==> src/core/szx_regs.svh <==
/*
 holds timing counts and field widths for the skip-if-zero execution block.
 assumes nothing; definitions only.
*/
`ifndef SZX_REGS_SVH
`define SZX_REGS_SVH
`define SZX_DATA_W      8
`define SZX_ADDR_W      8
`define SZX_BIT_W       3
`define SZX_SKIP_CYCLES 3
`define SZX_ZERO_BYTE   8'h00
`endif

==> src/core/szx_pkg.sv <==
/*
 types shared by the skip-if-zero execution block.
 assumes the constants header is on the include path.
*/
`include "szx_regs.svh"
package szx_pkg;
	typedef enum logic [1:0] {
		SZX_OP_NONE,
		SZX_OP_REWRITE_SKIP_IF_ZERO,
		SZX_OP_LOAD_SKIP_IF_ZERO,
		SZX_OP_BIT_SKIP_IF_CLEAR
	} szx_op_e;
	typedef enum logic [1:0] {
		SZX_ST_IDLE,
		SZX_ST_READ,
		SZX_ST_DUMMY
	} szx_state_e;
	typedef struct packed {
		logic                       valid;
		szx_op_e                    op;
		logic [`SZX_ADDR_W-1:0]     addr;
		logic [`SZX_BIT_W-1:0]      bit_sel;
	} szx_req_s;
	typedef struct packed {
		logic                       we;
		logic [`SZX_ADDR_W-1:0]     addr;
		logic [`SZX_DATA_W-1:0]     wdata;
	} szx_mem_s;
	typedef struct packed {
		szx_state_e                 st;
		szx_req_s                   req;
		logic                       busy;
		logic                       squash;
		logic                       done;
		logic                       flag_we;
		logic                       acc_we;
		logic [`SZX_DATA_W-1:0]     acc_data;
		logic                       rd;
		szx_mem_s                   mem;
	} szx_state_s;
endpackage

==> src/core/szx_skip_exec.sv <==
/*
 execution of the conditional skip instructions: rewrite, load into the working
 register, and single-bit test; a taken skip squashes the fetched next instruction.
 assumes data memory returns read data in the same cycle that o_mem_rd is high and that the
 pipeline holds off a new request while o_busy is high.
*/
// Function
// - the rewrite variant reads the addressed byte and writes the same value back.
// - the rewrite variant skips the next instruction when the byte is zero.
// - a taken skip inserts a dummy cycle, making the instruction three cycles long.
// - the load variant copies the byte to the working register and skips if it is zero.
// - the bit variant skips the next instruction when the selected bit is zero.
// - a nonzero test continues normally with no dummy cycle.
// - none of these instructions change any status flag.
`timescale 1ns/1ps
`include "szx_regs.svh"
module szx_skip_exec (
	input  wire logic                   i_core_clk,
	input  wire logic                   i_reset_n,
	input  wire szx_pkg::szx_req_s      i_req,
	input  wire logic [`SZX_DATA_W-1:0] i_mem_rdata,
	output logic                        o_busy,
	output logic                        o_mem_rd,
	output szx_pkg::szx_mem_s           o_mem,
	output logic                        o_acc_we,
	output logic [`SZX_DATA_W-1:0]      o_acc_data,
	output logic                        o_squash,
	output logic                        o_done,
	output logic                        o_flag_we
);
	szx_pkg::szx_state_s st_ff;
	szx_pkg::szx_state_s nxt_st;

	function automatic logic is_rewrite(input szx_pkg::szx_op_e op);
		is_rewrite = (op == szx_pkg::SZX_OP_REWRITE_SKIP_IF_ZERO);
	endfunction

	function automatic logic is_load(input szx_pkg::szx_op_e op);
		is_load = (op == szx_pkg::SZX_OP_LOAD_SKIP_IF_ZERO);
	endfunction

	function automatic logic is_bit(input szx_pkg::szx_op_e op);
		is_bit = (op == szx_pkg::SZX_OP_BIT_SKIP_IF_CLEAR);
	endfunction

	function automatic logic test_zero(input szx_pkg::szx_op_e op,
		input logic [`SZX_DATA_W-1:0] d, input logic [`SZX_BIT_W-1:0] b);
		if (is_bit(op))
			test_zero = ~d[b];
		else
			test_zero = (d == `SZX_ZERO_BYTE);
	endfunction

	always_comb begin
		nxt_st           = st_ff;
		nxt_st.rd        = 1'b0;
		nxt_st.mem.we    = 1'b0;
		nxt_st.acc_we    = 1'b0;
		nxt_st.squash    = 1'b0;
		nxt_st.done      = 1'b0;
		nxt_st.flag_we   = 1'b0;
		unique case (st_ff.st)
			szx_pkg::SZX_ST_IDLE: begin
				if (i_req.valid && i_req.op != szx_pkg::SZX_OP_NONE) begin
					nxt_st.req      = i_req;
					nxt_st.rd       = 1'b1;
					nxt_st.mem.addr = i_req.addr;
					nxt_st.busy     = 1'b1;
					nxt_st.st       = szx_pkg::SZX_ST_READ;
				end
			end
			szx_pkg::SZX_ST_READ: begin
				if (is_rewrite(st_ff.req.op)) begin
					nxt_st.mem.we    = 1'b1;
					nxt_st.mem.wdata = i_mem_rdata;
				end
				if (is_load(st_ff.req.op)) begin
					nxt_st.acc_we   = 1'b1;
					nxt_st.acc_data = i_mem_rdata;
				end
				if (test_zero(st_ff.req.op, i_mem_rdata, st_ff.req.bit_sel)) begin
					nxt_st.squash = 1'b1;
					nxt_st.st     = szx_pkg::SZX_ST_DUMMY;
				end else begin
					nxt_st.done = 1'b1;
					nxt_st.busy = 1'b0;
					nxt_st.st   = szx_pkg::SZX_ST_IDLE;
				end
			end
			szx_pkg::SZX_ST_DUMMY: begin
				nxt_st.done = 1'b1;
				nxt_st.busy = 1'b0;
				nxt_st.st   = szx_pkg::SZX_ST_IDLE;
			end
			default: nxt_st.st = szx_pkg::SZX_ST_IDLE;
		endcase
	end

	always_ff @(posedge i_core_clk) begin
		if (!i_reset_n)
			st_ff <= '0;
		else
			st_ff <= nxt_st;
	end

	assign o_busy     = st_ff.busy;
	assign o_mem_rd   = st_ff.rd;
	assign o_mem      = st_ff.mem;
	assign o_acc_we   = st_ff.acc_we;
	assign o_acc_data = st_ff.acc_data;
	assign o_squash   = st_ff.squash;
	assign o_done     = st_ff.done;
	assign o_flag_we  = st_ff.flag_we;
endmodule

==> config.mk <==
export PLATFORM = sky130hd
export DESIGN_NAME = szx_skip_exec
export DESIGN_NICKNAME = d
export VERILOG_FILES = /design/src/core/szx_pkg.sv /design/src/core/szx_skip_exec.sv
export VERILOG_INCLUDE_DIRS = /design/src /design/src/core
export SDC_FILE = /design/constraint.sdc
export NUM_CORES = 1
export LEC_CHECK = 0
export BUFFER_PORTS_ARGS = -buffer_cell sky130_fd_sc_hd__buf_2
export CORE_UTILIZATION = 50
export DETAILED_ROUTE_END_ITERATION = 6
export GPL_ROUTABILITY_DRIVEN = 0
export GPL_TIMING_DRIVEN = 0
export PLACE_DENSITY_LB_ADDON = 0.12
export SYNTH_ARGS = -nofsm -noshare
export SYNTH_HDL_FRONTEND = slang
export SYNTH_SLANG_ARGS = --single-unit
==> constraint.sdc <==
create_clock -name i_core_clk -period 1.89 [get_ports i_core_clk]
set_clock_uncertainty 0.15 [all_clocks]
set_input_delay 0.0945 -clock i_core_clk [delete_from_list [all_inputs] [get_ports i_core_clk]]
set_output_delay 0.0945 -clock i_core_clk [all_outputs]
set_load 0.01 [all_outputs]
# Word level (Yosys, flattened, before mapping)
# Index checks and enable logic that the tools add are counted.
totals:
  out_inout_bits: 31
  elab_cells: 49
  regBits: 39
  in_bits: 24
classes:
  bitwise_logic: 1
  eq_ne: 7
  muxes: 15
  n_lt_le_gt_ge: 1
  reduce_logical: 11
ops:
  columns: ["cell", "count"]
  rows:
  - ["two-way mux 17 bit", 1]
  - ["AND reduction 2 bit", 5]
  - ["two-way mux 9 bit", 1]
  - ["zero test 8 bit", 1]
  - ["two-way mux 1 bit", 8]
  - ["equality test 2 bit, second input constant", 3]
  - ["equality test 2 x 1 -> 1 bit, second input constant", 2]
  - ["less-than comparator 3 x 4 -> 1 bit, second input constant", 1]
  - ["!= test 2 bit, second input constant", 2]
  - ["one-hot mux 2 bit (2 select lines)", 1]
  - ["binary-select mux 1 bit (select 3 bit)", 1]
  - ["one-hot mux 1 bit (3 select lines)", 1]
  - ["AND reduction 3 bit", 1]
  - ["nonzero test 3 bit", 1]
  - ["zero test 2 bit", 1]
  - ["two-way mux 2 bit", 1]
  - ["one-hot mux 1 bit (2 select lines)", 1]
  - ["nonzero test 2 bit", 1]
  - ["logical AND 1 bit", 1]
  - ["NOT 1 bit", 1]

# Depth between registers and ports, before layout
logic_depth:
  word_depth: 7
  ltp_mapped: 6
  ltp_nobuf: 6

# Worst setup path after synthesis
# Ideal clock, no wire load.
synth_timing:
  path_type: "reg2reg"
  from: "reg st_ff[31] in the netlist's numbering"
  to: "reg st_ff (netlist bit o_busy)"
  setup_slack_ps: 310
  t_required_ps: 1671
  arrival_ps: 1361
  path_buffers: 1
  stages_incl_launch_ff: 7
  path_cell_list: "dfxtp_1 > buf_6 > mux2_4 > a2bb2oi_2 > a311oi_4 > o311ai_1 > o21ai_1"
synth_between:
  elab_chain_cells: 7
synth_lines:
  columns: ["element", "line", "source"]
  rows:
  - ["from (decl)", "szx_skip_exec.sv:31", "szx_pkg::szx_state_s st_ff;"]
  - ["from (signal assigned)", "szx_skip_exec.sv:103", "st_ff <= nxt_st;"]
  - ["binary-select mux 1 bit (select 3 bit)", "szx_skip_exec.sv:49", "test_zero = ~d[b];"]
  - ["two-way mux 1 bit (not written as such)", "szx_skip_exec.sv:49", null]
  - ["NOT 1 bit", "szx_skip_exec.sv:49", null]
  - ["two-way mux 1 bit", "szx_skip_exec.sv:48", "if (is_bit(op))"]
  - ["two-way mux 1 bit", "szx_skip_exec.sv:62", "unique case (st_ff.st)"]
  - ["!= test 2 bit (no source line)", null, null]
  - ["AND reduction 3 bit (no source line)", null, null]
# Every way passes these cells. The select of a mux whose other input is x is not followed.
# A chain may end at the register's enable or synchronous reset.

# Final worst setup path
layout_timing:
  from: "in i_mem_rdata[5]"
  to: "reg st_ff[46] in the netlist's numbering"
layout_between:
  elab_chain_cells: 7
layout_lines:
  columns: ["element", "line", "source"]
  rows:
  - ["from (decl)", "szx_skip_exec.sv:21", "input wire logic [`SZX_DATA_W-1:0] i_mem_rdata,"]
  - ["binary-select mux 1 bit (select 3 bit)", "szx_skip_exec.sv:49", null]
  - ["two-way mux 1 bit (not written as such)", "szx_skip_exec.sv:49", null]
  - ["NOT 1 bit", "szx_skip_exec.sv:49", null]
  - ["two-way mux 1 bit *", "szx_skip_exec.sv:48", null]
  - ["two-way mux 1 bit *", "szx_skip_exec.sv:62", null]
  - ["two-way mux 2 bit *", "szx_skip_exec.sv:81", "if (test_zero(st_ff.req.op, i_mem_rdata, st_ff.req.bit_sel)) begin"]
  - ["one-hot mux 2 bit (2 select lines) *", "szx_skip_exec.sv:62", null]
# Every way passes the cells marked *; elsewhere a longest branch is shown, timed or not. The select of a mux whose other input is x is not followed.

==> results.cfg <==
[sta]
fmax_ghz = 0.5901
worst_slack_ps = 195.2
slew_violations = 0
hold_violations = 0
rsz0062_at_grt = false
period_share_pct = 89.67
period_needed_ps = 1695
tns_ps = 0
setup_viol = 0

[clock_tree]
clk_pin_slew_ps = 110
cts_tree = yes
cts-resized-gates = 0
clk_latency_ps = 330
cts_root_buffer = clkbuf_4
cts_setup_buffers = 0
cts_buffers = 5
cts_num_sinks = 37
cts_buffer_depth = 2
cts_hold_buffers = 23
cts_max_level = 2

[setup_path]
cp.required_ps = 2010
startpoint = i_mem_rdata[5]
cp_max_fo = 4
timing.rr.end = st_ff[42]$_SDFFE_PN0P_
critPathCaptureType = register
path_class = input pin to register
arrival_ps = 1810
regToRegStartpoint = st_ff[45]$_SDFFE_PN0P_
reg2reg_depth = 6
critPathLaunchType = input pin
regToRegSetupSlack_ps = 200

[placement]
port_buffers = 53
place_hpwl_um = 2265
dp_slack_ps = 202.8

[global_route]
antenna_found_initial = 0
grt.total_usage_pct = 20.88
grt_pass1_vias = 1284
grt_pass1_wl_um = 5451
overflow = 0
grt_max_degree = 12

[synth]
syn_inst = 187
synth_ff_type = dfxtp_1
ys_seq_area_share_pct = 43.69
synth_most_common_cell = dfxtp_1
synth_area_leaders = dfxtp_1 44%, mux2i_1 12%, buf_4 12%
ys_seq_elements = 37
synthTopCellsByCount = 37 x dfxtp_1, 29 x nand2_1, 26 x buf_4
postSynthAreaPerCell_sq_um = 9.066
synth_top_area_share_pct = 43.69
synth_cell_types = 28
yosysTopAreaCell = dfxtp_1
syn_nets = 215
synth_area_sq_mm = 0.001695
synth_async_sr_flop_share_pct = 0
yosys_warnings = 0
synth-edff-count = 0

[cells_and_area]
nets = 298
area_growth_pct = 37.49
nFillCells = 253
drive_gt1_share_pct = 34.32
regArea_sq_um = 740.7
num_antenna_cells = 0
multi_input_area_sq_um = 704.4

[power_and_ir_drop]
pwr_density_cell_mw_per_mm2 = 697.9
p_leak_nw = 1.209
irDropWorstVdd_mv = 0.4746

[worst_hold_path]
hold_depth = 2
min_from = o_mem[11]$_SDFFE_PN0P_
holdCritPathClass = register to register
min_to = o_mem[11]$_SDFFE_PN0P_

[die]
dieHeight_um = 60.23
die_w_um = 60.23
die-area_sq_mm = 0.003628
ioPinCount = 55
rows = 20
initial_utilization_pct = 54.20
design.core.area_sq_mm = 0.003128

[run_status]
status = finished clean

[drt]
postRouteWirelength_um = 3492
dr.pass1.iters = 4
initialDrtViolationCount = 37
drcViolationCount = 0
ant_nets = 0
wl_per_cell_um = 11.09
via_per_inst = 4.473
num_vias = 1409

[run]
max-cap-violations = 0
-- power breakdown --
| part | internal (mW) | leakage [nW] | switching (mW) | total [mW] |
|---|---|---|---|---|
| Combinational | 0.125 | 0.863 | 0.112 | 0.237 |
| Clock | 0.316 | 0.0455 | 0.252 | 0.568 |
| Sequential | 0.806 | 0.301 | 0.0152 | 0.822 |
-- stage by stage --
stage / util (%) / hold WS, ps / power [mW] / area, sq um / std cells
detailed placement: 64.44 / 192.5 / 1.038 / 2016 / 284
global placement: 64.44 / 187.5 / 1.036 / 2016 / 284
floorplan: - / 66.21 / 0.9657 / 1695 / 187
finish: 74.52 / 310.0 / 1.627 / 2331 / 315
CTS: 74.52 / 312.7 / 1.639 / 2331 / 315
global route: 74.52 / 327.8 / 1.700 / 2331 / 315
-- final cells by class --
type	instances	share of cell area (%)
Sequential cell	37	31.78
Multi-Input combinational cell	112	30.22
Timing Repair Buffer	76	21.26
Buffer	34	10.09
Clock buffer	7	2.362
Tap cell	44	2.362
Clock inverter	1	1.288
Inverter	4	0.6441
-- cells by family after synthesis --
family,Yosys count,synth area share [%]
AOI/OAI and AO/OA,24,10.11
buffers and inverters,38,14.76
other,1,0.2212
and+or+nand+nor,62,15.57
adders and majority gates,4,2.952
muxes,21,12.69
DFF,37,43.69
-- registers in the layout, summed over array words and instances (netlist names) --
signal	flops
o_mem	17
o_done	1
st_ff	7
o_acc_we	1
o_busy	1
o_mem_rd	1
o_squash	1
o_acc_data	8
-- per-layer routing --
layer	up-vias	global-route usage, %	share of wire, %
met5	-	0	0
met4	0	6.977	0.66
met3	2	6.277	4.6
met2	41	39.09	51
met1	608	21.73	43
li1	758	-	-
-- critical path, cell delays in order --
cell	delay [ps]
dlygate4sd3_1	550
buf_2	150
nor4_1	290
a21oi_1	170
a311oi_4	350
mux2i_1	120
nor2_1	100
-- worst max path at each step --
stage	to
after detailed placement	o_busy$_SDFFE_PN0P_
after floorplan	o_busy$_SDFFE_PN0P_
after global placement	o_busy$_SDFFE_PN0P_
final	st_ff[46]$_SDFFE_PN0P_
after CTS	st_ff[42]$_SDFFE_PN0P_
after global routing	st_ff[33]$_SDFFE_PN0P_
-- cell usage in the layout, fill, tap and decap left out, types with 2 or more instances in the layout --
cell,instances
buf_4,26
nor4_1,2
ha_1,4
nand2_1,29
and2_1,4
buf_2,55
nor2_1,22
nor2b_1,2
mux2i_1,20
dfxtp_1,37
dlygate4sd3_1,23
clkbuf_4,5
clkbuf_1,5
a21oi_1,15
inv_1,4
nand3b_1,2
No activity file was read; power rests on OpenSTA's default activity.
